<file path="config.mk">
export PLATFORM = sky130hd
export DESIGN_NAME = codec_control_registers
export DESIGN_NICKNAME = d
export VERILOG_FILES = /design/src/include/codec_ctrl_pkg.sv /design/src/rtl/codec_control_registers.sv /design/src/rtl/pin_sync.sv
export SDC_FILE = /design/constraint.sdc
export NUM_CORES = 1
export LEC_CHECK = 0
export BUFFER_PORTS_ARGS = -buffer_cell sky130_fd_sc_hd__buf_2
export CAP_MARGIN = 20
export CORE_UTILIZATION = 51
export CTS_CLUSTER_DIAMETER = 30
export DETAILED_ROUTE_END_ITERATION = 8
export HOLD_SLACK_MARGIN = 0.15
export PLACE_DENSITY = 0.75
export SKIP_LAST_GASP = 1
export SLEW_MARGIN = 10
export SYNTH_ARGS = -nofsm -noshare
export SYNTH_HDL_FRONTEND = slang
export SYNTH_SLANG_ARGS = --single-unit
export TNS_END_PERCENT = 1
</file>
<file path="constraint.sdc">
create_clock -name sys_clk_i -period 1.8 [get_ports sys_clk_i]
set_input_delay 0.09 -clock sys_clk_i [delete_from_list [all_inputs] [get_ports sys_clk_i]]
set_output_delay 0.09 -clock sys_clk_i [all_outputs]
set_load 0.01 [all_outputs]
</file>
<file path="src/include/codec_ctrl_pkg.sv">
// Functional notes
// - Pointer bit 7 set makes the index step by one after each data byte.
// - Reset clears pointer, reserved byte, both control bytes and both attenuators.
// - Two ADC bits bypass the right and left input high-pass filters.
// - Calibration starts on leaving reset and when the calibration bit goes from 0 to 1.
// - Attenuator code counts half-dB steps upward; zero means no attenuation.
// - Attenuator code above 227 fully mutes that output.
// - Pointer low bits select the register the next data byte lands in.
// - Calibration status reads 1 while calibrating, 0 when done.
// - Clock fault and calibration status bits ignore host writes.
// - ADC and DAC power bits power down each side; both means whole chip.
package codec_ctrl_pkg;

  localparam int         SYS_CLK_HZ     = 20_000_000;
  localparam int         CAL_TIME_MS    = 50;
  localparam int         CAL_CYCLES     = CAL_TIME_MS * (SYS_CLK_HZ / 1000);
  localparam logic [6:0] CHIP_ADDR      = 7'h10;
  localparam logic [2:0] IDX_RESERVED   = 3'h0;
  localparam logic [2:0] IDX_ADC        = 3'h1;
  localparam logic [2:0] IDX_DAC        = 3'h2;
  localparam logic [2:0] IDX_ATT_FIRST  = 3'h3;
  localparam logic [2:0] IDX_ATT_SECOND = 3'h4;
  localparam logic [2:0] BIT_LAST       = 3'h7;
  localparam logic [7:0] RESET_BYTE     = 8'h00;
  localparam logic [7:0] MUTE_LIMIT     = 8'hE3;
  localparam logic [7:0] ADC_RO_MASK    = 8'h03;

  typedef struct packed {
    logic       pointer_auto_step;
    logic [3:0] zero;
    logic [2:0] pointer_index_field;
  } pointer_t;

  typedef struct packed {
    logic adc_power_off;
    logic right_highpass_bypass;
    logic left_highpass_bypass;
    logic right_input_mute;
    logic left_input_mute;
    logic calibration_start;
    logic calibration_running;
    logic clocking_fault;
  } adc_ctrl_t;

  typedef struct packed {
    logic       dac_power_off;
    logic       zero_mute_off;
    logic       right_output_mute;
    logic       left_output_mute;
    logic       soft_ramp;
    logic       zero;
    logic [1:0] ramp_rate;
  } dac_ctrl_t;

  typedef enum logic [3:0] {
    ST_ADDR   = 4'h1,
    ST_PTR    = 4'h2,
    ST_DATA   = 4'h4,
    ST_IGNORE = 4'h8
  } port_state_t;

endpackage

</file>
<file path="src/rtl/codec_control_registers.sv">
module codec_control_registers #(
  parameter int CAL_CYCLES = codec_ctrl_pkg::CAL_CYCLES
) (
  // Clock and reset
  input  wire logic                sys_clk_i,
  input  wire logic                rst_n_i,
  // Control port pins
  input  wire logic                ctrl_cs_n_i,
  input  wire logic                ctrl_clk_i,
  input  wire logic                ctrl_data_i,
  // Converter status
  input  wire logic                clock_fault_i,
  // Register contents
  output codec_ctrl_pkg::pointer_t  pointer_o,
  output logic [7:0]                reserved_byte_o,
  output codec_ctrl_pkg::adc_ctrl_t adc_ctrl_o,
  output codec_ctrl_pkg::dac_ctrl_t dac_ctrl_o,
  output logic [7:0]                att_first_o,
  output logic [7:0]                att_second_o,
  // Derived controls
  output logic                      mute_first_o,
  output logic                      mute_second_o,
  output logic                      chip_power_off_o
);

  localparam int CW = $clog2(CAL_CYCLES + 1);
  localparam logic [CW-1:0] CAL_LAST = CW'(CAL_CYCLES - 1);

  logic cs_n_clean;
  logic cclk_clean;
  logic data_clean;

  pin_sync cs_sync (
    .sys_clk_i (sys_clk_i),
    .rst_n_i   (rst_n_i),
    .pin_i     (ctrl_cs_n_i),
    .level_o   (cs_n_clean)
  );

  pin_sync clk_sync (
    .sys_clk_i (sys_clk_i),
    .rst_n_i   (rst_n_i),
    .pin_i     (ctrl_clk_i),
    .level_o   (cclk_clean)
  );

  pin_sync data_sync (
    .sys_clk_i (sys_clk_i),
    .rst_n_i   (rst_n_i),
    .pin_i     (ctrl_data_i),
    .level_o   (data_clean)
  );

  // Serial port state
  codec_ctrl_pkg::port_state_t state;
  codec_ctrl_pkg::port_state_t next_state;
  logic [6:0]                  shift;
  logic [6:0]                  next_shift;
  logic [2:0]                  bit_cnt;
  logic [2:0]                  next_bit_cnt;
  logic                        cclk_prev;
  logic                        clk_rise;
  logic                        byte_done;
  logic [7:0]                  byte_val;
  logic                        data_write;

  assign clk_rise  = cclk_clean & ~cclk_prev & ~cs_n_clean;
  assign byte_done = clk_rise & (bit_cnt == codec_ctrl_pkg::BIT_LAST);
  assign byte_val  = {shift, data_clean};
  assign data_write = byte_done & (state == codec_ctrl_pkg::ST_DATA);

  always_comb begin
    next_state   = state;
    next_shift   = shift;
    next_bit_cnt = bit_cnt;
    if (cs_n_clean) begin
      next_state   = codec_ctrl_pkg::ST_ADDR;
      next_bit_cnt = 3'h0;
    end else if (clk_rise) begin
      next_shift   = byte_val[6:0];
      next_bit_cnt = bit_cnt + 3'h1;
      if (byte_done) begin
        case (state)
          codec_ctrl_pkg::ST_ADDR: begin
            if (byte_val == {codec_ctrl_pkg::CHIP_ADDR, 1'b0}) begin
              next_state = codec_ctrl_pkg::ST_PTR;
            end else begin
              next_state = codec_ctrl_pkg::ST_IGNORE;
            end
          end
          codec_ctrl_pkg::ST_PTR: next_state = codec_ctrl_pkg::ST_DATA;
          codec_ctrl_pkg::ST_DATA: next_state = codec_ctrl_pkg::ST_DATA;
          default: next_state = codec_ctrl_pkg::ST_IGNORE;
        endcase
      end
    end
  end

  always_ff @(posedge sys_clk_i) begin
    if (!rst_n_i) begin
      state     <= codec_ctrl_pkg::ST_ADDR;
      shift     <= 7'h00;
      bit_cnt   <= 3'h0;
      cclk_prev <= 1'b1;
    end else begin
      state     <= next_state;
      shift     <= next_shift;
      bit_cnt   <= next_bit_cnt;
      cclk_prev <= cclk_clean;
    end
  end

  // Register file and calibration
  codec_ctrl_pkg::pointer_t  next_pointer;
  codec_ctrl_pkg::adc_ctrl_t next_adc;
  codec_ctrl_pkg::dac_ctrl_t next_dac;
  logic [7:0]                next_reserved;
  logic [7:0]                next_att_first;
  logic [7:0]                next_att_second;
  logic                      cal_prev;
  logic                      cal_running;
  logic                      next_cal_running;
  logic [CW-1:0]             cal_count;
  logic [CW-1:0]             next_cal_count;
  logic                      cal_start;
  logic                      fault_q;
  logic [2:0]                idx;

  assign idx       = pointer_o.pointer_index_field;
  assign cal_start = adc_ctrl_o.calibration_start & ~cal_prev;

  always_comb begin
    next_cal_running = cal_running;
    next_cal_count   = cal_count;
    if (cal_start) begin
      next_cal_running = 1'b1;
      next_cal_count   = '0;
    end else if (cal_running) begin
      if (cal_count == CAL_LAST) begin
        next_cal_running = 1'b0;
      end else begin
        next_cal_count = cal_count + CW'(1);
      end
    end
  end

  always_comb begin
    next_pointer    = pointer_o;
    next_reserved   = reserved_byte_o;
    next_adc        = adc_ctrl_o;
    next_dac        = dac_ctrl_o;
    next_att_first  = att_first_o;
    next_att_second = att_second_o;
    if (byte_done && state == codec_ctrl_pkg::ST_PTR) begin
      next_pointer = {byte_val[7], 4'h0, byte_val[2:0]};
    end
    if (data_write) begin
      if (idx == codec_ctrl_pkg::IDX_RESERVED) begin
        next_reserved = byte_val;
      end else if (idx == codec_ctrl_pkg::IDX_ADC) begin
        next_adc = byte_val & ~codec_ctrl_pkg::ADC_RO_MASK;
      end else if (idx == codec_ctrl_pkg::IDX_DAC) begin
        next_dac = byte_val;
      end else if (idx == codec_ctrl_pkg::IDX_ATT_FIRST) begin
        next_att_first = byte_val;
      end else if (idx == codec_ctrl_pkg::IDX_ATT_SECOND) begin
        next_att_second = byte_val;
      end
      if (pointer_o.pointer_auto_step) begin
        next_pointer.pointer_index_field = idx + 3'h1;
      end
    end
    next_adc.calibration_running = cal_running;
    next_adc.clocking_fault      = fault_q;
  end

  always_ff @(posedge sys_clk_i) begin
    if (!rst_n_i) begin
      pointer_o        <= codec_ctrl_pkg::RESET_BYTE;
      reserved_byte_o  <= codec_ctrl_pkg::RESET_BYTE;
      adc_ctrl_o       <= codec_ctrl_pkg::RESET_BYTE;
      dac_ctrl_o       <= codec_ctrl_pkg::RESET_BYTE;
      att_first_o      <= codec_ctrl_pkg::RESET_BYTE;
      att_second_o     <= codec_ctrl_pkg::RESET_BYTE;
      mute_first_o     <= 1'b0;
      mute_second_o    <= 1'b0;
      chip_power_off_o <= 1'b0;
      cal_prev         <= 1'b0;
      cal_running      <= 1'b1;
      cal_count        <= '0;
      fault_q          <= 1'b0;
    end else begin
      pointer_o        <= next_pointer;
      reserved_byte_o  <= next_reserved;
      adc_ctrl_o       <= next_adc;
      dac_ctrl_o       <= next_dac;
      att_first_o      <= next_att_first;
      att_second_o     <= next_att_second;
      mute_first_o     <= next_att_first > codec_ctrl_pkg::MUTE_LIMIT;
      mute_second_o    <= next_att_second > codec_ctrl_pkg::MUTE_LIMIT;
      chip_power_off_o <= next_adc.adc_power_off & next_dac.dac_power_off;
      cal_prev         <= adc_ctrl_o.calibration_start;
      cal_running      <= next_cal_running;
      cal_count        <= next_cal_count;
      fault_q          <= clock_fault_i;
    end
  end
endmodule

</file>
<file path="src/rtl/pin_sync.sv">
module pin_sync (
  // Clock and reset
  input  wire logic sys_clk_i,
  input  wire logic rst_n_i,
  // Raw pin and cleaned level
  input  wire logic pin_i,
  output logic      level_o
);

  logic [2:0] stage;
  logic [2:0] next_stage;
  logic       next_level;

  // Level moves once second and third stages agree
  always_comb begin
    next_stage = {stage[1:0], pin_i};
    next_level = level_o;
    if (stage[1] == stage[2]) begin
      next_level = stage[2];
    end
  end

  always_ff @(posedge sys_clk_i) begin
    if (!rst_n_i) begin
      stage   <= 3'h7;
      level_o <= 1'b1;
    end else begin
      stage   <= next_stage;
      level_o <= next_level;
    end
  end

endmodule

</file>
== Yosys cells after proc, flatten, opt, wreduce, memory -nomap -nowiden ==
Index checks and enable logic that the tools add are counted.
Word-level totals
  flip-flop bits (word level): 97
  input bits: 6
  output and inout bits: 51
  logic and storage cells: 104
Operators by class
  $add $sub $neg: 3
  $lt $le $gt $ge: 2
  equality and inequality tests: 13
  mux-type cells: 25
  bitwise gates (word level): 13
  reductions and logical operators: 11
Operator list (number)
  $mux 8: 18
  $add 20x1->20 const B: 1
  $eq 20x20->1 const B: 1
  $gt 8x8->1 const B: 2
  $mux 3: 3
  $eq 8x6->1 const B: 1
  $pmux 4 s2: 1
  $reduce_and 2->1: 4
  $not 1->1: 7
  $add 3x1->3 const B: 2
  $and 1x1->1: 6
  $eq 3x2->1 const B: 2
  $eq 3x3->1 const B: 2
  $reduce_or 2->1: 3
  $eq 4x1->1 const B: 1
  $eq 4x2->1 const B: 1
  $eq 4x3->1 const B: 1
  $mux 4: 1
  $reduce_and 4->1: 1
  $eq 1x1->1: 3
  $eq 3x1->1 const B: 1
  $logic_not 3->1: 1
  $reduce_and 3->1: 1
  $mux 1: 2
  $logic_and 1x1->1: 1

== Logic depth before layout (Yosys ltp) ==
  depth in word-level cells: 8
  mapped depth: 9
  gate-level depth less buffers: 7

== Cells and area by module ==
A second synthesis with hierarchy kept.
Unflattened totals
  cells, all modules: 430
  area total of the unflattened synthesis: 4140.2 um^2
By module, submodules not included
  codec_control_registers: instances 1, cells an instance 400, area each 3802.4 um^2, sequential area each 1701.6 um^2
  pin_sync: instances 3, cells an instance 10, area each 112.6 um^2, sequential area each 80.1 um^2

== Worst setup path after synthesis ==
Ideal clock, no wire load.
  path kind: register to register
  from: reg state[0]
  to: reg mute_second_o
  library setup time: 0.134 ns
  data arrival time: 1.634 ns
  required time: 1.666 ns
  slack: 0.032 ns
  cell stages (with the launch flop): 7
  buffers on the path: 1
  period minus slack after synthesis: 1.768 ns
  path through: dfxtp_1 > or4b_4 > nor2_4 > nand4b_1 > buf_4 > o311ai_0 > o31ai_1
On the way
  cells in the longest elaborated chain, start to end: 4
RTL lines
  from (decl): line codec_control_registers.sv:55  | codec_ctrl_pkg::port_state_t state;
  from (signal assigned): line codec_control_registers.sv:101  | state <= codec_ctrl_pkg::ST_ADDR;
  from (signal assigned): line codec_control_registers.sv:106  | state <= next_state;
  $eq 4x3->1: line codec_control_registers.sv:70  | assign data_write = byte_done & (state == codec_ctrl_pkg::ST_DATA);
  $and 1x1->1: line codec_control_registers.sv:70
  $mux 8: line codec_control_registers.sv:157  | if (data_write) begin
  $gt 8x8->1: line codec_control_registers.sv:200  | mute_second_o <= next_att_second > codec_ctrl_pkg::MUTE_LIMIT;
  to (signal assigned): line codec_control_registers.sv:200
  to (decl): line codec_control_registers.sv:22  | output logic mute_second_o,
Every way passes these cells.
A chain may end at the register's enable or synchronous reset.

== Worst setup path after layout ==
  from: reg bit_cnt[1]
  to: reg dac_ctrl_o[1] in the netlist's numbering
On the way
  cells in the longest elaborated chain, start to end: 4
RTL lines
  from (decl): line codec_control_registers.sv:59  | logic [2:0] bit_cnt;
  from (signal assigned): line codec_control_registers.sv:108  | bit_cnt <= next_bit_cnt;
  $eq 3x3->1: line codec_control_registers.sv:68  | assign byte_done = clk_rise & (bit_cnt == codec_ctrl_pkg::BIT_LAST);
  $and 1x1->1: line codec_control_registers.sv:68
  $and 1x1->1: line codec_control_registers.sv:70
  $reduce_and 4->1 (no line)
  to (signal assigned): line codec_control_registers.sv:182  | dac_ctrl_o <= codec_ctrl_pkg::RESET_BYTE;
  to (signal assigned): line codec_control_registers.sv:196  | dac_ctrl_o <= next_dac;
  to (decl): line codec_control_registers.sv:17  | output codec_ctrl_pkg::dac_ctrl_t dac_ctrl_o,
Every way passes these cells.

==> results.yml <==
detailed_routing:
  drc: 0
  dr.pass1.iters: 4
  viasPerCell: 5.34
  vias: 3334
  wl_um: 9270
  routedWlPerCell_um: 14.9
  antenna_left: 0
  dr.first_iter.drc_count: 126
timing:
  layout_setup_ws_ns: -0.0328
  hold_viol: 0
  min_period_over_period: 1.02
  max_slew_margin: 0.659
  whs_ns: 0.420
  final-max-slew-violation-count: 0
  finalClockSkew_ns: 0.00839
  fmax_ghz: 0.546
  max_slew.worst_pin.slew_ns: 0.509
  finalSetupViolations: 7
  min_period_ns: 1.83
  rsz0062_at_grt: "yes"
  setup_tns_ns: -0.105
clocking:
  cts_tree: "yes"
  cts_sinks: 97
  cts_made_buffers: 9
  cts_root_buffer: "clkbuf_8"
  htreeDepth: 3
  clockBufferDepth: 2
  clk_pin_slew_ns: 0.09
  clkLatencyLatePin_ns: 0.36
final_layout:
  nFillCells: 650
  fin_cells: 624
  nets: 533
  num_antenna_cells: 0
  areaGrowthSynthToFinish_pct: 22.7
  drive_gt1_frac: 0.251
die:
  die_h_um: 91.9
  die_w_um: 91.9
  ioPinCount: 57
  start_util: 0.531
  fp-row-count: 32
  die-area_um2: 8450
  core_area_um2: 7770
power_and_ir_drop:
  power_uw: 3770
  clkPwrFrac: 0.397
  max-vdd-ir-drop_mv: 0.604
  seqPwrFrac: 0.576
  intPower_uw: 2980
  total_switching_power_uw: 786
  switching_share: 0.209
  p_leak_uw: 0.00218
  combPwrFrac: 0.026
  p_per_area_nw_per_um2: 744
logic_synthesis:
  ys_ff_latch: 97
  synthesis.area_um2: 4130
  ys.flop_type: "dfxtp_1"
  synthCells: 433
  yosysTopAreaCellShare: 0.471
  synth_most_common_cell: "dfxtp_1"
  yosys_warnings: 0
  synth-async-reset-ratio: 0
  ys_top_cells_by_count: "dfxtp_1, mux2i_1, nor2b_1"
  avgSynthCellArea_um2: 9.53
  synth_edf_count: 0
  synth.distinct_cells: 50
  yosysTopAreaCell: "dfxtp_1"
  seq_area_frac_synth: 0.471
  synth_area_leaders: "dfxtp_1, mux2i_1, nor2b_1"
worst_setup_path:
  crit_slowest_cell: "dfxtp_2"
  reg2reg_to: "dac_ctrl_o[1]"
  path_delay_family: "simple AND/OR/NAND/NOR gates"
  crit_buf_inv: 2
  r2r_cells: 9
  setup.worst_path.end: "dac_ctrl_o[1]"
  r2r-start: "bit_cnt[1]"
  worstSetupPathType: "flip-flop to flip-flop"
  path_max_fanout: 4
  required_ns: 2.10
  endpoint_kind: "flip-flop"
  timing.critical_path.depth: 9
  startpoint_type: "flip-flop"
  critPathLaunch: "bit_cnt[1]"
  crit_path_frequent_cell: "ha_4"
  r2r_slack_ns: -0.03
  path_cells: "ha_4 -> ha_4 -> nand4bb_1 -> buf_6 -> nor4_4 -> buf_4 -> and3b_2 -> nand2_1 -> a21boi_1"
  max_stage_delay_ns: 0.37
  arrival_ns: 2.13
placement:
  dp_worst_setup_slack_ns: -0.129
  gp_congestion: 0.870
  place_hpwl_um: 6590
  placed_cells: 599
  portBuffers: 52
min_path:
  hold_path.class: "flip-flop to flip-flop"
grt:
  antenna_found_initial: 0
  grt_pass1_wl_um: 15300
  grt_max_degree: 38
  grt_pass1_vias: 3291
  grt-ovfl-total: 0
  grt_usage: 0.229
status:
  violations: "negative setup slack"
  status: "finished with violations"
flow_run:
  drv.max_cap_violation_count: 0
-- how the worst min path moves through the flow --
stage / slack (ns) / cells after the start / end / from
final: 0.42 / 1 / clk_sync.stage[1] / clk_sync.stage[0]
after global routing: 0.43 / 1 / clk_sync.stage[1] / clk_sync.stage[0]
after CTS: 0.43 / 1 / data_sync.stage[1] / data_sync.stage[0]
after global placement: 0.27 / 2 / clk_sync.stage[0] / ctrl_clk_i
after floorplan: 0.19 / 1 / clk_sync.stage[0] / ctrl_clk_i
after detailed placement: 0.28 / 2 / data_sync.stage[0] / ctrl_data_i
-- worst reg2reg max path, cell delays in order (launching register included) --
cell and delay (ns):
dfxtp_2 0.37, ha_4 0.14, ha_4 0.11, nand4bb_1 0.12
buf_6 0.16, nor4_4 0.28, buf_4 0.17, and3b_2 0.21
nand2_1 0.06, a21boi_1 0.16
-- per-stage QoR --
stage / instance area, µm² / util
2_1_floorplan: 4140 / -
3_3_place_gp: 4680 / 0.602
3_5_place_dp: 4680 / 0.602
4_1_cts: 4980 / 0.641
5_1_grt: 5060 / 0.652
6_report: 5060 / 0.652
-- flip-flops by register name, indices dropped and copies added (netlist names), 4 cells and up --
signal	flops
state	4
dac_ctrl_o	8
reserved_byte_o	8
shift	7
cal_count	20
att_first_o	8
att_second_o	8
adc_ctrl_o	8
-- layer usage --
metal	GRT usage	part of all wire
met2	0.406	0.51
met5	0	0
met1	0.273	0.43
met3	0.0464	0.040
met4	0.0846	0.014
-- power groups by stage --
| stage | Combinational (µW) | Sequential [µW] | Clock [µW] |
|---|---|---|---|
| 5_1_grt | 112 | 2180 | 1610 |
| 3_3_place_gp | 86.9 | 2220 | 0 |
| 4_1_cts | 99.2 | 2170 | 1530 |
| 2_1_floorplan | 68.5 | 2220 | 0 |
| 6_report | 99.1 | 2170 | 1500 |
| 3_5_place_dp | 89.2 | 2220 | 0 |
-- timing repair --
| item | in CTS | in global routing |
|---|---|---|
| endpoints found under the setup margin | 19 | 51 |
| hold endpoints to repair | 13 | 0 |
| cloned | 1 | 0 |
| pin swaps | 5 | 9 |
| setup buffers | 2 | 1 |
| hold buffers | 6 | 0 |
| gates resized for setup | 4 | 19 |
-- logic make-up after synthesis --
| group | synth area share |
|---|---|
| other | 0.000909 |
| adder cells (fa/ha/maj) | 0.0273 |
| flip-flops | 0.471 |
| buffers and inverters | 0.0409 |
| AO/OA/AOI/OAI | 0.0861 |
| multiplexers | 0.104 |
| AND/OR/NAND/NOR | 0.248 |
| XOR/XNOR | 0.0212 |
-- cell type report --
type	instances	area (µm²)	share of cell area
flip-flops and latches	97	1940	0.384
clock inverters	6	83.8	0.0166
inverters	7	26.3	0.00519
clock buffers	9	124	0.0245
repair buffers	99	648	0.128
multi-input cells	304	2110	0.417
well taps	102	128	0.0252
-- cells in the final DEF (no fill, tap or decap), types with 6 or more instances in the layout --
master	netlist	layout
dfxtp_1	97	95
buf_2	3	52
mux2i_1	43	43
nor2b_1	39	39
buf_4	6	38
nor2_1	29	29
nand2_1	35	27
a21oi_1	18	18
nand2b_1	14	14
nand4_1	12	12
o21ai_0	11	11
clkbuf_8	0	9
xnor2_1	8	8
nand3_1	9	8
inv_1	7	7
nand2_2	0	7
a21boi_1	8	7
ha_1	9	7
nor3_1	7	6
and2_1	6	6
dlygate4sd3_1	0	6
(Power assumes the default switching activity.)
